File: src/hw/sff_pkg.sv
// Purpose: shared constants and types of the serial flash front end
// Assumes: 50 MHz system clock
// Notes: link pins travel as one struct
package sff_pkg;
    localparam int CLK_PERIOD_NS = 20;
    localparam int OPCODE_BITS = 8;
    localparam int ADDR_BYTES = 3;
    localparam int ADDR_BITS = ADDR_BYTES * 8;
    localparam int PAGE_COUNT = 2048;
    localparam int PAGE_ADDR_BITS = 11;
    localparam int PAGE_BYTES_STD = 264;
    localparam int PAGE_BYTES_BIN = 256;
    localparam int BYTE_ADDR_BITS = 9;
    localparam int NUM_BUFFERS = 2;
    localparam int FIFO_DEPTH_DEF = 4;
    // self-timed program/erase cycle length
    localparam int CYCLE_TIME_NS = 100000;
    localparam int CYCLE_CLKS_DEF = (CYCLE_TIME_NS + CLK_PERIOD_NS - 1) / CLK_PERIOD_NS;

    typedef enum logic [1:0] {
        SFF_IDLE = 2'b00,
        SFF_OPCODE = 2'b01,
        SFF_ADDR = 2'b10,
        SFF_DATA = 2'b11
    } sff_state_t;

    typedef struct packed {
        logic cs_n;
        logic sck;
        logic si;
    } sff_link_t;

    typedef struct packed {
        logic [OPCODE_BITS-1:0] opcode;
        logic [ADDR_BITS-1:0] addr;
    } sff_cmd_t;
endpackage : sff_pkg

File: src/hw/sff_fifo.sv
// Purpose: small valid/ready FIFO
// Assumes: depth a power of two, at least 2
// Notes: output word is read straight from the array
`timescale 1ns/1ps
module sff_fifo #(
    parameter int WIDTH = 8,
    parameter int DEPTH = 4
) (
    input wire logic clk_in,
    input wire logic rst_in,
    input wire logic in_valid_in,
    output logic in_ready_out,
    input wire logic [WIDTH-1:0] in_data_in,
    output logic out_valid_out,
    input wire logic out_ready_in,
    output logic [WIDTH-1:0] out_data_out
);
    localparam int AW = $clog2(DEPTH);

    if (DEPTH < 2 || (1 << AW) != DEPTH) begin : g_chk
        $error("fifo depth must be a power of two of at least 2");
    end

    logic [WIDTH-1:0] mem [0:DEPTH-1];
    logic [AW-1:0] wr_ptr;
    logic [AW-1:0] rd_ptr;
    logic [AW:0] count;
    logic push;
    logic pop;

    assign in_ready_out = (count != (AW+1)'(DEPTH));
    assign out_valid_out = (count != '0);
    assign out_data_out = mem[rd_ptr];
    assign push = in_valid_in && in_ready_out;
    assign pop = out_valid_out && out_ready_in;

    always_ff @(posedge clk_in) begin
        if (push) begin
            mem[wr_ptr] <= in_data_in;
        end
    end

    always_ff @(posedge clk_in or posedge rst_in) begin
        if (rst_in) begin
            wr_ptr <= '0;
            rd_ptr <= '0;
            count <= '0;
        end else begin
            if (push) begin
                wr_ptr <= wr_ptr + 1'b1;
            end
            if (pop) begin
                rd_ptr <= rd_ptr + 1'b1;
            end
            count <= count + (AW+1)'(push) - (AW+1)'(pop);
        end
    end
endmodule : sff_fifo

File: src/hw/sff_front_end.sv
// Purpose: serial interface front end of a paged serial flash
// Assumes: link pins sampled by clk_in, link clock much slower than clk_in
// Notes: opcode meaning is decoded outside and reported back on read_op_in/timed_op_in
`timescale 1ns/1ps
module sff_front_end #(
    parameter int CYCLE_CLKS = sff_pkg::CYCLE_CLKS_DEF,
    parameter int FIFO_DEPTH = sff_pkg::FIFO_DEPTH_DEF
) (
    input wire logic clk_in,
    input wire logic rst_in,
    input wire sff_pkg::sff_link_t link_in,
    input wire logic reset_pin_n_in,
    output logic so_out,
    output logic so_oe_out,
    input wire logic page_bin_in,
    input wire logic buf_sel_in,
    input wire logic read_op_in,
    input wire logic timed_op_in,
    output sff_pkg::sff_cmd_t cmd_out,
    output logic cmd_valid_out,
    output logic [sff_pkg::PAGE_ADDR_BITS-1:0] page_addr_out,
    output logic [7:0] rx_data_out,
    output logic rx_valid_out,
    input wire logic [7:0] tx_data_in,
    input wire logic tx_valid_in,
    output logic tx_ready_out,
    input wire logic [sff_pkg::BYTE_ADDR_BITS-1:0] prog_addr_in,
    output logic [7:0] prog_data_out,
    output logic busy_out,
    output logic selected_out,
    output logic standby_out
);
    import sff_pkg::*;
    localparam int CNT_W = $clog2(CYCLE_CLKS + 1);
    if (CYCLE_CLKS < 1) begin : g_chk
        $error("cycle length must be at least one clock");
    end
    function automatic logic [PAGE_ADDR_BITS-1:0] page_of(input logic [ADDR_BITS-1:0] a,
                                                          input logic bin);
        page_of = bin ? a[18:8] : a[19:9];
    endfunction : page_of
    function automatic logic [BYTE_ADDR_BITS-1:0] byte_of(input logic [ADDR_BITS-1:0] a,
                                                          input logic bin);
        byte_of = bin ? {1'b0, a[7:0]} : a[8:0];
    endfunction : byte_of
    sff_link_t link_s1;
    sff_link_t link_s2;
    sff_link_t link_prev;
    logic rpin_s1;
    logic rpin_s2;
    logic abort;
    logic sel;
    logic cs_fall;
    logic cs_rise;
    logic sck_rise;
    logic sck_fall;
    sff_state_t state;
    logic [2:0] bit_cnt;
    logic [1:0] addr_cnt;
    logic [7:0] in_sh;
    logic [7:0] next_byte;
    logic [7:0] out_sh;
    logic [BYTE_ADDR_BITS-1:0] wr_ptr;
    logic [BYTE_ADDR_BITS-1:0] page_last;
    logic [CNT_W-1:0] busy_cnt;
    logic prog_buf;
    logic [7:0] mem [0:NUM_BUFFERS-1][0:PAGE_BYTES_STD-1];
    logic tx_valid;
    logic tx_pop;
    logic [7:0] tx_byte;
    logic load_out;

    // two-stage synchronisers for all pins
    always_ff @(posedge clk_in or posedge rst_in) begin
        if (rst_in) begin
            link_s1 <= '{cs_n: 1'b1, sck: 1'b0, si: 1'b0};
            link_s2 <= '{cs_n: 1'b1, sck: 1'b0, si: 1'b0};
            link_prev <= '{cs_n: 1'b1, sck: 1'b0, si: 1'b0};
            rpin_s1 <= 1'b0;
            rpin_s2 <= 1'b0;
        end else begin
            link_s1 <= link_in;
            link_s2 <= link_s1;
            link_prev <= link_s2;
            rpin_s1 <= reset_pin_n_in;
            rpin_s2 <= rpin_s1;
        end
    end

    assign abort = !rpin_s2;
    assign sel = !link_s2.cs_n && !abort;
    assign cs_fall = link_prev.cs_n && !link_s2.cs_n && !abort;
    assign cs_rise = !link_prev.cs_n && link_s2.cs_n;
    assign sck_rise = sel && !cs_fall && !link_prev.sck && link_s2.sck;
    assign sck_fall = sel && !cs_fall && link_prev.sck && !link_s2.sck;
    assign next_byte = {in_sh[6:0], link_s2.si};
    assign so_oe_out = sel;
    assign selected_out = sel;
    assign standby_out = !sel && !busy_out;
    assign page_last = page_bin_in ? BYTE_ADDR_BITS'(PAGE_BYTES_BIN - 1)
                                   : BYTE_ADDR_BITS'(PAGE_BYTES_STD - 1);

    // framing, opcode and address capture
    always_ff @(posedge clk_in or posedge rst_in) begin
        if (rst_in) begin
            state <= SFF_IDLE;
            bit_cnt <= '0;
            addr_cnt <= '0;
            in_sh <= '0;
            cmd_out <= '0;
            page_addr_out <= '0;
            cmd_valid_out <= 1'b0;
            rx_data_out <= '0;
            rx_valid_out <= 1'b0;
        end else begin
            cmd_valid_out <= 1'b0;
            rx_valid_out <= 1'b0;
            if (!sel) begin
                state <= SFF_IDLE;
            end else if (cs_fall) begin
                state <= SFF_OPCODE;
                bit_cnt <= '0;
                addr_cnt <= '0;
                in_sh <= '0;
            end else if (sck_rise && state != SFF_IDLE) begin
                in_sh <= next_byte;
                bit_cnt <= bit_cnt + 3'd1;
                if (bit_cnt == 3'd7) begin
                    case (state)
                        SFF_OPCODE: begin
                            cmd_out.opcode <= next_byte;
                            state <= SFF_ADDR;
                        end
                        SFF_ADDR: begin
                            cmd_out.addr <= {cmd_out.addr[ADDR_BITS-9:0], next_byte};
                            addr_cnt <= addr_cnt + 2'd1;
                            if (addr_cnt == 2'(ADDR_BYTES - 1)) begin
                                state <= SFF_DATA;
                                cmd_valid_out <= 1'b1;
                                page_addr_out <= page_of({cmd_out.addr[ADDR_BITS-9:0], next_byte},
                                                         page_bin_in);
                            end
                        end
                        SFF_DATA: begin
                            rx_data_out <= next_byte;
                            rx_valid_out <= 1'b1;
                        end
                        default: state <= SFF_IDLE;
                    endcase
                end
            end
        end
    end
    // self-timed program/erase cycle
    always_ff @(posedge clk_in or posedge rst_in) begin
        if (rst_in) begin
            busy_out <= 1'b0;
            busy_cnt <= '0;
            prog_buf <= 1'b0;
        end else if (abort) begin
            busy_out <= 1'b0;
            busy_cnt <= '0;
        end else if (cs_rise && state == SFF_DATA && timed_op_in && !busy_out) begin
            busy_out <= 1'b1;
            busy_cnt <= CNT_W'(CYCLE_CLKS - 1);
            prog_buf <= buf_sel_in;
        end else if (busy_out) begin
            if (busy_cnt == '0) begin
                busy_out <= 1'b0;
            end else begin
                busy_cnt <= busy_cnt - 1'b1;
            end
        end
    end
    // page buffers: writes to the buffer being programmed are dropped
    always_ff @(posedge clk_in or posedge rst_in) begin
        if (rst_in) begin
            wr_ptr <= '0;
        end else if (cmd_valid_out) begin
            wr_ptr <= byte_of(cmd_out.addr, page_bin_in);
        end else if (rx_valid_out) begin
            wr_ptr <= (wr_ptr == page_last) ? '0 : wr_ptr + 1'b1;
        end
    end
    always_ff @(posedge clk_in) begin
        if (rx_valid_out && !read_op_in && !(busy_out && buf_sel_in == prog_buf)) begin
            mem[buf_sel_in][wr_ptr] <= rx_data_out;
        end
    end
    always_ff @(posedge clk_in or posedge rst_in) begin
        if (rst_in) begin
            prog_data_out <= '0;
        end else if (prog_addr_in <= page_last) begin
            prog_data_out <= mem[prog_buf][prog_addr_in];
        end else begin
            prog_data_out <= '0;
        end
    end

    sff_fifo #(
        .WIDTH(8),
        .DEPTH(FIFO_DEPTH)
    ) u_tx_fifo (
        .clk_in(clk_in),
        .rst_in(rst_in),
        .in_valid_in(tx_valid_in),
        .in_ready_out(tx_ready_out),
        .in_data_in(tx_data_in),
        .out_valid_out(tx_valid),
        .out_ready_in(tx_pop),
        .out_data_out(tx_byte)
    );

    // output shifter; an empty fifo sends zeros
    assign load_out = sck_fall && state == SFF_DATA && read_op_in && bit_cnt == 3'd0;
    assign tx_pop = load_out;
    always_ff @(posedge clk_in or posedge rst_in) begin
        if (rst_in) begin
            so_out <= 1'b0;
            out_sh <= '0;
        end else if (sck_fall && state == SFF_DATA && read_op_in) begin
            if (bit_cnt == 3'd0) begin
                so_out <= tx_valid ? tx_byte[7] : 1'b0;
                out_sh <= tx_valid ? {tx_byte[6:0], 1'b0} : 8'h00;
            end else begin
                so_out <= out_sh[7];
                out_sh <= {out_sh[6:0], 1'b0};
            end
        end
    end
endmodule : sff_front_end

File: config.mk
export PLATFORM = sky130hd
export DESIGN_NAME = sff_front_end
export DESIGN_NICKNAME = d
export VERILOG_FILES = /design/src/hw/sff_pkg.sv /design/src/hw/sff_fifo.sv /design/src/hw/sff_front_end.sv
export SDC_FILE = /design/constraint.sdc
export NUM_CORES = 2
export LEC_CHECK = 0
export BUFFER_PORTS_ARGS = -buffer_cell sky130_fd_sc_hd__clkbuf_2
export CAP_MARGIN = 20
export CORE_ASPECT_RATIO = 1.4
export CORE_UTILIZATION = 40
export CTS_BUF_LIST = sky130_fd_sc_hd__clkbuf_16
export CTS_CLUSTER_SIZE = 8
export DETAILED_ROUTE_END_ITERATION = 6
export GPL_ROUTABILITY_DRIVEN = 0
export PLACE_DENSITY_LB_ADDON = 0.08
export SLEW_MARGIN = 20
export SYNTH_ARGS = -nofsm -noshare
export SYNTH_HDL_FRONTEND = slang
export SYNTH_MEMORY_MAX_BITS = 65536
export SYNTH_SLANG_ARGS = --single-unit
export TNS_END_PERCENT = 30
File: constraint.sdc
create_clock -name clk_in -period 22.2 [get_ports clk_in]
set_clock_uncertainty 0.1 [all_clocks]
set_input_delay 1.11 -clock clk_in [delete_from_list [all_inputs] [get_ports clk_in]]
set_output_delay 1.11 -clock clk_in [all_outputs]
set_load 0.01 [all_outputs]
* Word-level counts from Yosys, hierarchy flattened
Memories as Yosys holds them, arrays and structs flattened.
Index checks and enable logic that the tools add are counted.
** Operators by class
- Add/subtract/negate cells :: 8
- $lt $le $gt $ge :: 4
- Eq/ne operators :: 14
- Muxes and demuxes :: 53
- Bitwise operators :: 3
- Reduce and logical (&&, ||, !) cells :: 49
** Operators with widths (count)
- 2112-bit two-way mux :: 1
- 8-bit binary-select mux with 9-bit select :: 1
- 8-bit demux with 9-bit select :: 1
- 13-bit two-way mux :: 4
- 8-bit two-way mux :: 6
- 9-bit two-way mux :: 5
- 1-bit logical AND :: 23
- 10-bit greater-or-equal comparator (second input constant) :: 2
- 1-bit two-way mux :: 20
- 9-bit inverter with 10-bit output :: 2
- 2-bit two-way mux :: 9
- 5-bit AND reduction :: 3
- 7-bit two-way mux :: 2
- 13-bit zero test :: 1
- 13-bit by 1-bit subtractor with 13-bit output (second input constant) :: 1
- 11-bit two-way mux :: 1
- 10-bit by 1-bit less-than comparator with 1-bit output (second input constant) :: 1
- 2-bit nonzero test :: 5
- 9-bit by 1-bit adder with 9-bit output (second input constant) :: 1
- 9-bit equality test :: 1
- 9-bit less-or-equal comparator :: 1
- 1-bit zero test :: 9
- 3-bit != test (second input constant) :: 3
- 4-bit AND reduction :: 2
- 18 further kinds :: 26
** Word-level totals
- Bits in registers :: 125
- Memory bits (writable) :: 4256
- Input port bits :: 28
- Output and inout bits :: 67
- Word-level logic and storage cells :: 163
- Memories kept :: 2
** Memories
- mem :: words 2, width 2112, rd ports 1, clocked after Yosys merged registers in 0, write ports 1, line sff_front_end.sv:67 : logic [7:0] mem [0:NUM_BUFFERS-1][0:PAGE_BYTES_STD-1];
- u_tx_fifo.mem :: words 4, width 8, rd ports 1, clocked after Yosys merged registers in 0, write ports 1, line sff_fifo.sv:24 : logic [WIDTH-1:0] mem [0:DEPTH-1];

* Depth between registers and ports, before layout
- Word-level depth :: 12
- Depth in mapped cells :: 14
- Gate-level depth less buffers :: 10

* Hierarchy
Synthesis repeated with hierarchy kept, for this count alone.
** Second synthesis, totals
- Cells, all modules :: 8138
- Area total of the unflattened synthesis :: 170250.8 um2
** Modules (own cells, without submodules)
- sff_front_end :: instances 1, cells an instance 8054, area each 168616.7 um2, seq. area each 129773.2 um2
- sff_fifo :: instances 1, cells an instance 84, area each 1634.1 um2, seq. area each 1136.1 um2

* Worst setup path before layout
No wires, ideal clock.
- Kind :: register to register
- Start point :: register rx_data_out[0]
- End point :: memory mem[0][0] (netlist name) (data pin)
- Setup time :: 1454 ps
- Arrival time :: 6300 ps
- Data required time :: 20646 ps
- Setup slack :: 14346 ps
- Cell stages (with the launch flop) :: 1
- Clock period less this slack :: 7854 ps
- Path through :: dfrtp_1
** RTL lines
- from (decl) :: line sff_front_end.sv:22 : output logic [7:0] rx_data_out,
- from (signal assigned) :: line sff_front_end.sv:145 : rx_data_out <= next_byte;
- to (decl) :: line sff_front_end.sv:67
No word-level cell before the write port.

* Final worst setup path
- Start point :: register prog_buf
- End point :: register prog_data_out[3]
** Between the ends
- Longest elaborated chain between the ends :: 5
** RTL lines
- from (decl) :: line sff_front_end.sv:66 : logic prog_buf;
- from (signal assigned) :: line sff_front_end.sv:166 : prog_buf <= buf_sel_in;
- memory 2 x 2112 bit
- 8-bit binary-select mux with 9-bit select :: line sff_front_end.sv:194 : prog_data_out <= mem[prog_buf][prog_addr_in];
- 8-bit two-way mux (implied by the code) (2 in a row) :: line sff_front_end.sv:194
- 8-bit two-way mux :: line sff_front_end.sv:193 : end else if (prog_addr_in <= page_last) begin
- to (signal assigned) :: line sff_front_end.sv:194
- to (decl) :: line sff_front_end.sv:28 : output logic [7:0] prog_data_out,
No other way between the ends. The select of a mux whose other input is x is not followed.
A chain may end at the register's enable or synchronous reset.

==> flow_metrics.env <==
export IMPL_max_cap_violations=0
export IMPL_p_int_mw=14.0
export IMPL_fp_row_count=283
export IMPL_worst_pin_slew_ns=1.28
export IMPL_drc=0
export IMPL_swShare=0.211
export IMPL_fmax_mhz=148
export IMPL_drt_first_pass_iters=6
export IMPL_power_frac_clock=0.473
export IMPL_port_buffer_count=94
export IMPL_grt_antenna_before_repair=61
export IMPL_critPathSlowestCell="a31oi_1"
export IMPL_min_from="reset_pin_n_in"
export IMPL_p_per_area_nw_per_um2=91.5
export IMPL_busiest_layer="met2"
export IMPL_cts_max_level=6
export IMPL_ys_warn_count=0
export IMPL_crit_path_start="prog_buf"
export IMPL_clockRootBuffer="clkbuf_16"
export IMPL_grtUsageMet3=0.0465
export IMPL_synthAdderAreaFrac=0.00202
export IMPL_ios=95
export IMPL_max_clock_path_buffers=4
export IMPL_synth_cells=8287
export IMPL_power_mw=17.8
export IMPL_max_stage_delay_ns=0.86
export IMPL_rsz0062_at_grt="false"
export IMPL_use_met1=0.332
export IMPL_yosys_top_cells_count="edfxtp_1, mux4_2, nor2_1"
export IMPL_fillCellCount=35400
export IMPL_synth_top_area_share=0.749
export IMPL_cts_tree="yes"
export IMPL_fin_crit_ns=6.78
export IMPL_synth_mux_area_fraction=0.152
export IMPL_numCtsBuffers=618
export IMPL_grt_max_degree=161
export IMPL_crit_required_ns=23.01
export IMPL_ys_seq_area_frac=0.767
export IMPL_hpwl_um=348000
export IMPL_finalHoldViolCount=0
export IMPL_cp_arrival_ns=7.59
export IMPL_synth_fp_nets=8342
export IMPL_cts_setup_buffers=0
export IMPL_synthSimpleGateAreaFrac=0.0258
export IMPL_clk_latency_ns=1.07
export IMPL_grt_ovfl_total=0
export IMPL_track_usage=0.261
export IMPL_wire_per_inst_um=39.0
export IMPL_syn_to_final_growth_pct=14.1
export IMPL_via_per_inst=6.10
export IMPL_cts_num_sinks=4380
export IMPL_synth_top_family_by_area="multiplexers"
export IMPL_synthArstFlopShare=0.0283
export IMPL_outcome="completed"
export IMPL_die_h_um=775
export IMPL_ys_ff_latch=4380
export IMPL_nets=8830
export IMPL_ys_types=80
export IMPL_drive_gt1_frac=0.243
export IMPL_start_util=0.402
export IMPL_path_clk_slew_ns=0.05
export IMPL_fp_dieW_um=554
export IMPL_leakagePower_nw=72.1
export IMPL_synth_xor_area_frac=0.00123
export IMPL_grt_pass1_vias=90500
export IMPL_hp_class="input pin to flop"
export IMPL_period_share=0.305
export IMPL_sequentialPowerShare=0.504
export IMPL_crit_fanout=35
export IMPL_dr_total_vias=88300
export IMPL_drt_initial_drc_count=9769
export IMPL_avgSynthCellArea_um2=20.6
export IMPL_reg2reg_from="prog_buf"
export IMPL_grt_pass1_wl_um=771000
export IMPL_mappedNetlistArea_um2=171000
export IMPL_p_comb_frac=0.023
export IMPL_end_kind="flop"
export IMPL_maxSlewViolCount=0
export IMPL_synth_top_cell_by_area="edfxtp_1"
export IMPL_synth_edf_count=4256
export IMPL_synth_flop_cell="edfxtp_1"
export IMPL_startpoint_type="flop"
export IMPL_grtUsageMet2=0.442
export IMPL_setup_tns_ns=0
export IMPL_core_area_um2=425000
export IMPL_die_area_um2=429000
export IMPL_setup_viol=0
export IMPL_post_synth_top_count_cell="edfxtp_1"
export IMPL_cts_resized=0
export IMPL_crit_type="flop to flop"
export IMPL_timing_slew_headroom=0.141
export IMPL_synth_compound_area_frac=0.0337
export IMPL_path_cells="buf_4 -> buf_4 -> buf_4 -> buf_4 -> buf_4 -> mux4_2 -> mux2_2 -> a22oi_1 -> a211oi_1 -> a31oi_1 -> and4_1 -> a311oi_1"
export IMPL_ant_nets=0
export IMPL_ir_drop_v=0.0000761
export IMPL_synth_area_leaders="edfxtp_1, mux4_2, mux2i_1"
export IMPL_p_sw_mw=3.77
export IMPL_wirelength_um=565000
export IMPL_worst_path_most_repeated_cell="buf_4"
==> flip-flops by register name, indices dropped and copies added, names as in the netlist, 8 cells and up <==
| name | cells |
|---|---|
| wr_ptr | 9 |
| cmd_out | 32 |
| rx_data_out | 8 |
| prog_data_out | 8 |
| u_tx_fifo.mem | 32 |
| busy_cnt | 13 |
| mem | 4224 |
| page_addr_out | 11 |
==> final cells by class <==
| class | count | area [um^2] | share of cell area |
|---|---|---|---|
| Clock buffer | 626 | 15700 | 0.0805 |
| Inverter | 34 | 145 | 0.000746 |
| Clock inverter | 112 | 981 | 0.00504 |
| Antenna cell | 25 | 62.6 | 0.000322 |
| Tap cell | 5557 | 6950 | 0.0357 |
| Timing Repair Buffer | 380 | 2800 | 0.0144 |
| Sequential cell | 4380 | 131000 | 0.673 |
| Multi-Input combinational cell | 3361 | 37000 | 0.190 |
==> metal layers <==
| layer | wire (um) | part of all wire | up-vias |
|---|---|---|---|
| met5 | 101 | 0.00018 | - |
| met4 | 24900 | 0.044 | 14 |
| met3 | 39400 | 0.070 | 851 |
| met2 | 284000 | 0.50 | 3763 |
| met1 | 217000 | 0.38 | 48500 |
| li1 | - | - | 35100 |
==> through the flow <==
| stage | hold WS (ns) | setup WS, ns | util | instance area (um^2) | cells |
|---|---|---|---|---|---|
| after floorplan | 0.231 | 14.35 | - | 171000 | 8287 |
| after global placement | 0.239 | 14.82 | 0.419 | 178000 | 13700 |
| after detailed placement | 0.237 | 14.76 | 0.419 | 178000 | 13700 |
| after CTS | 0.0529 | 15.29 | 0.458 | 194000 | 14400 |
| after global routing | 0.0776 | 15.04 | 0.458 | 195000 | 14500 |
| final | 0.113 | 15.42 | 0.458 | 195000 | 14500 |
==> kinds of logic after synthesis <==
| group | Yosys count |
|---|---|
| compound gates | 814 |
| xor+xnor | 24 |
| fa+ha+maj | 27 |
| buf+inv | 546 |
| flops | 4380 |
| mux | 1446 |
| simple gates | 1050 |
==> worst max-delay path, delay by kind of cell (launching register included) <==
family                 cells  cell delay (ns)
buffers and inverters      5             3.14
AO/OA/AOI/OAI              4             1.34
multiplexers               2             0.92
flip-flops                 1             0.62
AND/OR/NAND/NOR            1             0.32
==> repair_timing <==
action                     in CTS  in global routing
setup endpoints to repair       0                  0
hold endpoints to repair        6                  0
hold buffers                    4                  0
==> power groups by stage <==
stage / clock network [mW] / registers (mW) / logic [mW]
global route: 8.83 / 8.97 / 0.417
global placement: 0 / 9.13 / 0.405
floorplan: 0 / 9.13 / 0.194
detailed placement: 0 / 9.13 / 0.409
CTS: 8.54 / 8.98 / 0.410
finish: 8.42 / 8.98 / 0.411
==> cell usage in the layout (no fill, tap or decap), types with 44 or more instances in the layout <==
cell type	Yosys	final
edfxtp_1	4256	4256
mux4_2	915	915
clkbuf_16	0	626
nor2_1	631	612
mux2i_1	458	458
buf_4	56	272
nand2_1	230	193
a21oi_1	140	139
dfrtp_1	121	112
o21ai_0	104	99
a22oi_1	98	98
clkbuf_2	0	89
inv_1	31	84
o22ai_1	83	82
o221ai_1	77	77
mux2_2	73	73
a221oi_1	65	64
a211oi_1	47	44
==> worst paths after layout <==
check                                        end  slack [ns]  cells after the start
max in group asynchronous         rx_data_out[2]       19.98                      4
worst max-delay path            prog_data_out[3]       15.42                     12
worst max register to register  prog_data_out[3]       15.42                     12
min in group asynchronous            cmd_out[14]        0.63                      3
worst min-delay path                     rpin_s1        0.11                      1
worst min register to register        link_s2[1]        0.24                      0
No activity file was read; power rests on OpenSTA's default activity.
